## src/core/echo_supp_defines.svh

```systemverilog
// Purpose: Constants for the echo suppression control block
// Assumes: 50 MHz clock, 8 kHz sample stream
// Notes: Attenuator values are in quarter-dB steps
`ifndef ECHO_SUPP_DEFINES_SVH
`define ECHO_SUPP_DEFINES_SVH

`define CLK_PERIOD_NS 20
`define SAMPLES_PER_MS 4'h8
`define STEPS_PER_DB 4
// Hold time field counts 4 ms, idle timeout field counts 16 ms
`define HOLD_UNIT_MS 4
`define TIMEOUT_UNIT_MS 16
// One unit of the change-rate field, and of the idle ramp field
`define SW_UNIT_NS 5200
`define DS_UNIT_NS 2680000
`define SW_STEP_CYC (`SW_UNIT_NS / `CLK_PERIOD_NS / `STEPS_PER_DB)
`define DS_STEP_CYC (`DS_UNIT_NS / `CLK_PERIOD_NS / `STEPS_PER_DB)
// Comparator arithmetic runs in 0.025 dB units
`define DB_TO_FINE 40
`define HDB_TO_FINE 20
`define MAX_LOSS_DB 95
`define IDLE_DISABLE 8'hff
// Status pin codes, bit 0 is the first pin
`define PINS_INACTIVE 2'h0
`define PINS_RECEIVE 2'h2
`define PINS_TRANSMIT 2'h1
`define PINS_IDLE 2'h3

`endif

```

## src/core/echo_supp_pkg.sv

```systemverilog
// Purpose: Types for the echo suppression control block
// Assumes: Constants live in echo_supp_defines.svh
// Notes: One-hot state codes
package echo_supp_pkg;

  typedef enum logic [3:0] {
    ST_OFF = 4'h1,
    ST_IDLE = 4'h2,
    ST_TX = 4'h4,
    ST_RX = 4'h8
  } state_t;

  // Linear magnitudes of the four signals at one sample
  typedef struct packed {
    logic [15:0] mic;
    logic [15:0] spk;
    logic [15:0] line_in;
    logic [15:0] line_out;
  } levels_t;

  typedef struct packed {
    logic signed [7:0] base_gain;
    logic [7:0] speech_gain_reserve;
    logic [7:0] speech_peak_decrement;
    logic [7:0] noise_gain_reserve;
    logic [7:0] noise_peak_decrement;
    logic [7:0] speech_hold_time;
  } comp_params_t;

  typedef struct packed {
    logic enable;
    logic loudhearing_select;
    logic [3:0] speaker_amp_override_value;
    logic [6:0] total_loss_setting;
    logic [7:0] idle_timeout;
    logic [7:0] idle_ramp_speed;
    logic [10:0] state_change_rate;
  } att_params_t;

  typedef struct packed {
    logic [8:0] transmit_attenuator;
    logic [8:0] receive_attenuator;
    logic amp_override_en;
    logic [3:0] amp_override_value;
  } att_out_t;

endpackage : echo_supp_pkg

```

## src/core/echo_suppression_control.sv

```systemverilog
// Purpose: Echo suppression state control with speech comparators
// Assumes: Inputs synchronous to clk; one sample stream word per 125 us
// Notes: Summary of operation below; loss values in quarter dB
`timescale 1ns/100ps
`include "echo_supp_defines.svh"

module echo_suppression_control (
  // Clock and reset
  input wire logic clk,
  input wire logic rst_n,
  // Sample stream in
  input wire logic in_valid,
  input wire echo_supp_pkg::levels_t in_levels,
  output logic in_ready,
  // Attenuation stream out
  output logic out_valid,
  output echo_supp_pkg::att_out_t out_data,
  input wire logic out_ready,
  // Speech detector decisions and gain sources
  input wire logic tx_speech_raw,
  input wire logic rx_speech_raw,
  input wire logic [6:0] echo_cancel_loss,
  input wire logic signed [7:0] transmit_auto_gain,
  input wire logic signed [7:0] receive_auto_gain,
  // Parameters; index 0 acoustic, index 1 line
  input wire echo_supp_pkg::comp_params_t [1:0] comp_params,
  input wire echo_supp_pkg::att_params_t att_params,
  // Status
  output logic transmit_speech_detector,
  output logic receive_speech_detector,
  output logic [1:0] comparator_request,
  output logic [1:0] state_status_pins,
  output logic [1:0] state_status_register
);

  ////////////////////////////////////////////////////////////////////////////
  // Helpers
  // Log compression: about 6 dB per octave plus two mantissa bits
  function automatic logic [7:0] log_hdb(input logic [15:0] x);
    logic [7:0] r;
    r = 8'h00;
    for (int i = 2; i < 16; i++) begin
      if (x[i]) begin
        r = 8'(12 * i + 3 * int'(x[i-1 -: 2]));
      end
    end
    return r;
  endfunction : log_hdb
  function automatic logic [1:0] pins_of(input echo_supp_pkg::state_t s);
    case (s)
      echo_supp_pkg::ST_IDLE: pins_of = `PINS_IDLE;
      echo_supp_pkg::ST_TX: pins_of = `PINS_TRANSMIT;
      echo_supp_pkg::ST_RX: pins_of = `PINS_RECEIVE;
      default: pins_of = `PINS_INACTIVE;
    endcase
  endfunction : pins_of

  ////////////////////////////////////////////////////////////////////////////
  // Two-entry input buffer
  echo_supp_pkg::levels_t buf_mem [0:1];
  logic wr_ptr_reg;
  logic rd_ptr_reg;
  logic [1:0] cnt_reg;
  logic [1:0] cnt_next;
  logic push;
  logic take;
  echo_supp_pkg::levels_t head;
  assign push = in_valid && in_ready;
  // A stalled receiver holds the output word, so the buffer fills
  assign take = (cnt_reg != 2'h0) && (!out_valid || out_ready);
  assign head = buf_mem[rd_ptr_reg];
  assign cnt_next = 2'(cnt_reg + {1'b0, push} - {1'b0, take});
  always_ff @(posedge clk) begin
    if (push) buf_mem[wr_ptr_reg] <= in_levels;
  end
  always_ff @(posedge clk) begin
    if (!rst_n) begin
      wr_ptr_reg <= 1'b0;
      rd_ptr_reg <= 1'b0;
      cnt_reg <= 2'h0;
      in_ready <= 1'b0;
    end else begin
      if (push) wr_ptr_reg <= ~wr_ptr_reg;
      if (take) rd_ptr_reg <= ~rd_ptr_reg;
      cnt_reg <= cnt_next;
      in_ready <= (cnt_next != 2'h2);
    end
  end

  ////////////////////////////////////////////////////////////////////////////
  // Parameter shadows and sample timing
  echo_supp_pkg::comp_params_t [1:0] cp_reg;
  echo_supp_pkg::att_params_t ap_reg;
  logic [3:0] samp_cnt_reg;
  logic ms_tick;
  assign ms_tick = take && (samp_cnt_reg == `SAMPLES_PER_MS - 4'h1);
  always_ff @(posedge clk) begin
    if (!rst_n) begin
      cp_reg <= '0;
      ap_reg <= '0;
      samp_cnt_reg <= 4'h0;
      transmit_speech_detector <= 1'b0;
      receive_speech_detector <= 1'b0;
    end else if (take) begin
      cp_reg <= comp_params;
      ap_reg <= att_params;
      samp_cnt_reg <= ms_tick ? 4'h0 : 4'(samp_cnt_reg + 4'h1);
      transmit_speech_detector <= tx_speech_raw;
      receive_speech_detector <= rx_speech_raw;
    end
  end

  ////////////////////////////////////////////////////////////////////////////
  // Speech comparators
  logic [1:0] req;
  logic [1:0] comp_speech;
  logic [15:0] send_lin [0:1];
  logic [15:0] ret_lin [0:1];
  assign comp_speech = {receive_speech_detector, transmit_speech_detector};
  assign send_lin[0] = head.mic;
  assign ret_lin[0] = head.spk;
  assign send_lin[1] = head.line_in;
  assign ret_lin[1] = head.line_out;
  for (genvar gi = 0; gi < 2; gi++) begin : g_comp
    logic [11:0] reserve_reg;
    logic [9:0] hold_reg;
    logic speech_prm_reg;
    logic req_reg;
    logic signed [15:0] send_fine;
    logic signed [15:0] thresh_fine;
    logic [11:0] dec;
    logic [9:0] hold_lim;
    // Both sides compared as log levels
    assign send_fine = 16'(signed'({8'h00, log_hdb(send_lin[gi])}) * `HDB_TO_FINE);
    // Threshold is return level plus base gain plus reserve
    assign thresh_fine = 16'(signed'({8'h00, log_hdb(ret_lin[gi])}) * `HDB_TO_FINE
      + cp_reg[gi].base_gain * `DB_TO_FINE + signed'({4'h0, reserve_reg}));
    // Decay rate follows the active parameter set
    assign dec = speech_prm_reg ? 12'(cp_reg[gi].speech_peak_decrement)
                                : 12'(cp_reg[gi].noise_peak_decrement);
    assign hold_lim = 10'(cp_reg[gi].speech_hold_time * `HOLD_UNIT_MS);
    always_ff @(posedge clk) begin
      if (!rst_n) begin
        reserve_reg <= 12'h000;
        hold_reg <= 10'h000;
        speech_prm_reg <= 1'b0;
        req_reg <= 1'b0;
      end else if (take) begin
        req_reg <= send_fine > thresh_fine;
        if (comp_speech[gi]) begin
          reserve_reg <= 12'(cp_reg[gi].speech_gain_reserve * `DB_TO_FINE);
          hold_reg <= 10'h000;
          speech_prm_reg <= 1'b1;
        end else if (ms_tick) begin
          if (speech_prm_reg && hold_reg < hold_lim) begin
            hold_reg <= 10'(hold_reg + 10'h001);
          end else begin
            speech_prm_reg <= 1'b0;
            // Reserve decays to zero, so the floor is the base gain
            reserve_reg <= (reserve_reg > dec) ? 12'(reserve_reg - dec) : 12'h000;
          end
        end
      end
    end
    assign req[gi] = req_reg;
  end
  always_ff @(posedge clk) begin
    if (!rst_n) begin
      comparator_request <= 2'h0;
    end else begin
      comparator_request <= req;
    end
  end

  ////////////////////////////////////////////////////////////////////////////
  // State control
  echo_supp_pkg::state_t state_reg;
  logic [11:0] quiet_reg;
  logic slow_ramp_reg;
  logic go_tx;
  logic go_rx;
  logic timed_out;
  logic any_speech;
  // Each switch pairs one comparator with its own detector
  assign go_tx = req[0] && transmit_speech_detector;
  assign go_rx = req[1] && receive_speech_detector;
  assign any_speech = transmit_speech_detector || receive_speech_detector;
  assign timed_out = !any_speech
    && quiet_reg >= 12'(ap_reg.idle_timeout * `TIMEOUT_UNIT_MS)
    && ap_reg.idle_ramp_speed != `IDLE_DISABLE;
  always_ff @(posedge clk) begin
    if (!rst_n) begin
      quiet_reg <= 12'h000;
    end else if (take) begin
      if (any_speech || state_reg == echo_supp_pkg::ST_IDLE) begin
        quiet_reg <= 12'h000;
      end else if (ms_tick && quiet_reg != 12'hfff) begin
        quiet_reg <= 12'(quiet_reg + 12'h001);
      end
    end
  end
  always_ff @(posedge clk) begin
    if (!rst_n) begin
      state_reg <= echo_supp_pkg::ST_OFF;
      slow_ramp_reg <= 1'b0;
    end else if (take) begin
      if (!ap_reg.enable) begin
        state_reg <= echo_supp_pkg::ST_OFF;
        slow_ramp_reg <= 1'b0;
      end else begin
        case (state_reg)
          echo_supp_pkg::ST_OFF: state_reg <= echo_supp_pkg::ST_IDLE;
          echo_supp_pkg::ST_IDLE: begin
            // Acoustic side wins a tie: near-end talker is louder in the room
            if (go_tx) begin
              state_reg <= echo_supp_pkg::ST_TX;
              slow_ramp_reg <= 1'b0;
            end else if (go_rx) begin
              state_reg <= echo_supp_pkg::ST_RX;
              slow_ramp_reg <= 1'b0;
            end
          end
          echo_supp_pkg::ST_TX: begin
            if (go_rx) begin
              state_reg <= echo_supp_pkg::ST_RX;
              slow_ramp_reg <= 1'b0;
            end else if (timed_out) begin
              state_reg <= echo_supp_pkg::ST_IDLE;
              slow_ramp_reg <= 1'b1;
            end
          end
          echo_supp_pkg::ST_RX: begin
            if (go_tx) begin
              state_reg <= echo_supp_pkg::ST_TX;
              slow_ramp_reg <= 1'b0;
            end else if (timed_out) begin
              state_reg <= echo_supp_pkg::ST_IDLE;
              slow_ramp_reg <= 1'b1;
            end
          end
          default: state_reg <= echo_supp_pkg::ST_OFF;
        endcase
      end
    end
  end

  ////////////////////////////////////////////////////////////////////////////
  // Loss distribution and ramping
  logic signed [10:0] loss_raw;
  logic [8:0] loss_q;
  logic [8:0] tx_tgt;
  logic [8:0] rx_tgt;
  logic [8:0] tx_att_reg;
  logic [8:0] rx_att_reg;
  logic [23:0] step_cnt_reg;
  logic [23:0] period;
  logic step;
  // Canceller loss removed, positive auto gain added back
  assign loss_raw = 11'(signed'({4'h0, ap_reg.total_loss_setting})
    - signed'({4'h0, echo_cancel_loss})
    + (transmit_auto_gain > 0 ? 11'(transmit_auto_gain) : 11'sh000)
    + (receive_auto_gain > 0 ? 11'(receive_auto_gain) : 11'sh000));
  assign loss_q = loss_raw < 0 ? 9'h000
    : loss_raw > `MAX_LOSS_DB ? 9'(`MAX_LOSS_DB * `STEPS_PER_DB)
    : 9'(loss_raw * `STEPS_PER_DB);
  always_comb begin
    case (state_reg)
      echo_supp_pkg::ST_TX: begin
        tx_tgt = 9'h000;
        rx_tgt = loss_q;
      end
      echo_supp_pkg::ST_RX: begin
        tx_tgt = loss_q;
        rx_tgt = 9'h000;
      end
      echo_supp_pkg::ST_IDLE: begin
        tx_tgt = {1'b0, loss_q[8:1]};
        rx_tgt = {1'b0, loss_q[8:1]};
      end
      default: begin
        tx_tgt = 9'h000;
        rx_tgt = 9'h000;
      end
    endcase
  end
  // Fixed time per quarter dB gives total time = rate x loss
  assign period = slow_ramp_reg ? 24'(ap_reg.idle_ramp_speed * `DS_STEP_CYC)
                                : 24'(ap_reg.state_change_rate * `SW_STEP_CYC);
  assign step = (step_cnt_reg + 24'h1 >= period);
  always_ff @(posedge clk) begin
    if (!rst_n) begin
      step_cnt_reg <= 24'h0;
    end else begin
      step_cnt_reg <= step ? 24'h0 : 24'(step_cnt_reg + 24'h1);
    end
  end
  always_ff @(posedge clk) begin
    if (!rst_n) begin
      tx_att_reg <= 9'h000;
      rx_att_reg <= 9'h000;
    end else if (state_reg == echo_supp_pkg::ST_OFF) begin
      tx_att_reg <= 9'h000;
      rx_att_reg <= 9'h000;
    end else if (step) begin
      if (tx_att_reg < tx_tgt) tx_att_reg <= 9'(tx_att_reg + 9'h001);
      else if (tx_att_reg > tx_tgt) tx_att_reg <= 9'(tx_att_reg - 9'h001);
      if (rx_att_reg < rx_tgt) rx_att_reg <= 9'(rx_att_reg + 9'h001);
      else if (rx_att_reg > rx_tgt) rx_att_reg <= 9'(rx_att_reg - 9'h001);
    end
  end

  ////////////////////////////////////////////////////////////////////////////
  // Output word and status
  logic lh_active;
  // Speaker amplifier takes over receive loss when needed
  assign lh_active = ap_reg.loudhearing_select && rx_att_reg != 9'h000;
  always_ff @(posedge clk) begin
    if (!rst_n) begin
      out_valid <= 1'b0;
      out_data <= '0;
    end else if (take) begin
      out_valid <= 1'b1;
      out_data.transmit_attenuator <= tx_att_reg;
      out_data.receive_attenuator <= lh_active ? 9'h000 : rx_att_reg;
      out_data.amp_override_en <= lh_active;
      out_data.amp_override_value <= ap_reg.speaker_amp_override_value;
    end else if (out_ready) begin
      out_valid <= 1'b0;
    end
  end
  always_ff @(posedge clk) begin
    if (!rst_n) begin
      state_status_pins <= `PINS_INACTIVE;
      state_status_register <= `PINS_INACTIVE;
    end else begin
      state_status_pins <= pins_of(state_reg);
      state_status_register <= pins_of(state_reg);
    end
  end
endmodule : echo_suppression_control

```

## config.mk

```make
export PLATFORM = sky130hd
export DESIGN_NAME = echo_suppression_control
export DESIGN_NICKNAME = d
export VERILOG_FILES = /design/src/core/echo_supp_pkg.sv /design/src/core/echo_suppression_control.sv
export VERILOG_INCLUDE_DIRS = /design/src /design/src/core
export SDC_FILE = /design/constraint.sdc
export NUM_CORES = 1
export LEC_CHECK = 0
export BUFFER_PORTS_ARGS = -buffer_cell sky130_fd_sc_hd__buf_4
export CAP_MARGIN = 30
export CORE_ASPECT_RATIO = 0.7
export CORE_MARGIN = 4
export CORE_UTILIZATION = 60
export CTS_BUF_LIST = sky130_fd_sc_hd__clkbuf_4
export DETAILED_ROUTE_END_ITERATION = 8
export PLACE_DENSITY = 0.78
export SKIP_LAST_GASP = 1
export SLEW_MARGIN = 40
export SYNTH_ARGS = -nofsm -noshare
export SYNTH_HDL_FRONTEND = slang
export SYNTH_SLANG_ARGS = --single-unit
```

## constraint.sdc

```tcl
create_clock -name clk -period 13.5 [get_ports clk]
set_input_delay 4.05 -clock clk [delete_from_list [all_inputs] [get_ports clk]]
set_output_delay 4.05 -clock clk [all_outputs]
set_load 0.02 [all_outputs]
```

==> impl_results.md <==
- DR pass1 iterations: 8
- Final Cycle Share: 75.5%
- Number of synthesized register bits: 395
- Worst Setup Slack, final: 3.31 ns
- Area occupied by multi-input gates: 0.0194 mm^2
- Number of sinks driven by the clock tree: 395
- Delay contributed by the slowest stage of the critical path: 0.54 ns
- Worst setup EP type: flip-flop
- Weighted congestion reported at the end of routability-driven placement: 0.920
- Max_cap viols: 0
- Filler Cells Inserted: 3986
- Layout cells sized above 1: 14.1%
- Setup crit start kind: input pin
- Antenna violations before repair: 3
- Crit-path most repeated cell: a21oi_1
- Flip-flop cell with the highest count after synthesis: dfxtp_1
- Setup repair after global routing missed its margin: false
- Combined area of all synthesized cells: 0.0301 mm^2
- Number of top-level design ports: 262
- Post-detailed-route DRC marker count: 0
- Root buffer cell: clkbuf_4
- Status: completed
- Clock Tree Buf Depth: 3
- Via/cell ratio: 5.89
- Width of the die: 276 um
- Number of buffers added on ports: 245
- Vias in the first global route: 25500
- Static Leak: 14.8 nW
- Worst path slowest cell: fa_1
- Final period demand of the worst path: 10.19 ns
- Critical path data arrival time: 11.01 ns
- Total power divided by cell area: 208 mW/mm^2
- Worst endpoint required time: 14.32 ns
- Max Transition Viols Final: 0
- Top achievable clock speed: 98.1 MHz
- Insertion delay of the later-clocked pin in the worst-skew pair: 0.90 ns
- Core region area: 0.0494 mm^2
- Number of nets in the finished design: 4336
- Number of warnings reported in the yosys synthesis log: 0
- Average wire per cell in the routed design: 17.4 um
- Clock tree from TritonCTS: yes
- DIE AREA: 0.0539 mm^2
- Largest delay contributor family on the critical path: compound AO/OA/AOI/OAI gates
- Number of instances in the synthesized netlist: 3387
- Post-synth ARST share: 0%
- Sequential share of the synthesized area: 30.5%
- Initial core utilization: 60.9%
- Total of endpoints with negative setup slack in the final report: 0
- Wire length of the first global-routing pass: 125000 um
- Wire length after detailed routing: 76600 um
- Final global-route overflow total: 0
- CP bufs+invs: 4
- Number of distinct standard cells referenced by the synthesized netlist: 98
- Total negative setup slack: 0 ns
- Post-synth EDFFs: 128
- TritonCTS buffer count: 102
- Instance count along the most critical hold path: 2
- PostCTS Resize Cnt: 0
- Final Hold Violating Endpoints: 0
- Die height: 195 um
- Maximum fanout along the worst path: 10
- Number of buffers added for setup after CTS: 0
- Transition time at the pin with the least slew margin: 0.907 ns
- Max-slew headroom at the worst pin: 39.1%
- Detailed router's first-iteration violation count: 1903
- Final setup skew: 0.0658 ns
- Most used cells in the layout excluding fill and tap cells: nand2_1 (426), ha_1 (402), inv_1 (288)
- Largest net degree at the start of global routing: 109
- Clock-pin slew of the registers on the worst-case setup and hold paths: 0.07 ns
- Logic depth of the worst path, buffers included: 32
- H-tree Lvls: 3
- Post-synthesis area per instance: 8.89 um^2
- Worst min-delay path class: reg2reg
- Area grow syn2layout: 12.2%
- Count of nets left with antenna violations after detail routing: 0
- DPL Wire Length: 57800 um
- Min-Delay Startpoint: ap_reg[21]$_SDFFE_PN0P_
- Placement-stage worst setup slack: 2.47 ns
- Critical Path Start: echo_cancel_loss[0]
- Max reg flops: 128
- Most common cell after layout, fill and taps aside: nand2_1
- Sequential standard cell area: 0.00919 mm^2
- Max IR drop VDD: 0.000174 V
- Worst Reg-to-Reg Cells: 27
- Count of hold buffers inserted by post-cts repair: 0
- Via count: 25900
- Row cnt: 68
- Global Route Usage Sum: 27.9%
- Worst setup path category: in2reg
-- worst reg2reg max path, stage by stage (launching register included) --
cell and delay (ns):
dfxtp_4 0.73, buf_6 0.63, mux2i_2 0.60, inv_1 0.23
ha_1 0.27, a21oi_1 0.24, nor2_1 0.08, o31ai_1 0.46
ha_1 0.34, ha_1 0.29, a21o_1 0.17, a21oi_1 0.22
o21bai_1 0.09, a21oi_1 0.23, xor2_1 0.13, fa_1 0.51
inv_1 0.04, ha_1 0.23, o41ai_2 0.52, xor2_1 0.19
ha_1 0.34, nand3_1 0.11, or4_1 0.54, o2111ai_1 0.09
a211o_1 0.15, nor4_1 0.06, a41o_1 0.20, a32o_1 0.21
-- area by class of cell --
type                       count  area share, %
clock buffer                 140           3.11
tap                          665           2.46
clock inverter                48          0.674
multi-input combinational   2578           57.3
inverter                     304           3.39
antenna                        6         0.0444
timing repair buffer         259           5.80
sequential                   395           27.2
-- Yosys cell counts, types with 11 or more instances --
cell type    n  area (um^2)
a211oi_1    26          195
a21boi_0   131          983
a21o_1      48          360
a21oi_1    226         1130
a22oi_1     16          120
a31oi_1     32          200
and2_1      20          125
and3_1      37          231
buf_2       19         95.1
clkbuf_1    76          285
dfxtp_1    267         5350
edfxtp_1   128         3840
fa_1        65         1300
ha_1       402         5030
inv_1      289         1080
inv_2       12         45.0
mux2_2      18          203
mux2i_1     47          470
mux2i_2     22          303
nand2_1    427         1600
nand2b_1    35          219
nand3_1     90          450
nand3b_1    11         82.6
nand4_1     34          213
nor2_1     159          597
nor2b_1     41          257
nor3_1      43          215
nor4_1      14         87.6
o211ai_1    19          143
o21a_1      27          203
o21ai_0    164          821
o21ai_1     14         70.1
o21bai_1    24          180
o221ai_1    14          123
o22ai_1     13         81.3
o31ai_1     18          135
or3_1       13         81.3
xnor2_1     92          806
xor2_1      65          569
-- cells by family after synthesis --
family	count (synthesis)	synth area share (%)
other	1	0.0125
DFF	395	30.5
xor gates and xnor gates	157	4.57
and+or+nand+nor	972	15.2
adders and majority gates	467	21.0
muxes	97	3.99
AOI/OAI and AO/OA	883	19.3
buffers and inverters	415	5.48
-- metrics by stage --
step           total power, mW  area, um^2  std cells  utilization [%]  hold WS [ns]
6_report                  7.02       33800       4395             68.4         0.457
5_1_grt                   7.72       33800       4393             68.3         0.482
3_3_place_gp              5.70       32400       4200             65.6         0.446
4_1_cts                   6.99       33700       4388             68.2         0.460
2_1_floorplan             4.88       30100       3388                -         0.436
3_5_place_dp              5.92       32400       4200             65.6         0.450
-- power breakdown --
part | total, mW | leakage, nW | switching [mW] | internal, mW
Sequential | 1.55 | 3.34 | 0.151 | 1.40
Combinational | 4.45 | 10.7 | 2.64 | 1.81
Clock | 1.02 | 0.759 | 0.531 | 0.490
-- worst paths after layout --
check                                    to  slack [ns]
max reg2reg  g_comp[0].req_reg$_SDFFE_PN0P_        5.48
min                 ap_reg[21]$_SDFFE_PN0P_        0.46
min reg2reg         ap_reg[21]$_SDFFE_PN0P_        0.46
max              rx_att_reg[8]$_SDFFE_PP0P_        3.31
-- per-layer routing --
metal | share of wire [%] | vias to the layer above | GRT usage [%]
met4 | 2.2 | 0 | 7.69
met5 | 0 | - | 0
met2 | 46 | 769 | 44.8
met3 | 5.4 | 122 | 4.53
li1 | - | 12600 | -
met1 | 46 | 12300 | 39.1
Note: power is estimated with default switching activity, not from simulation.
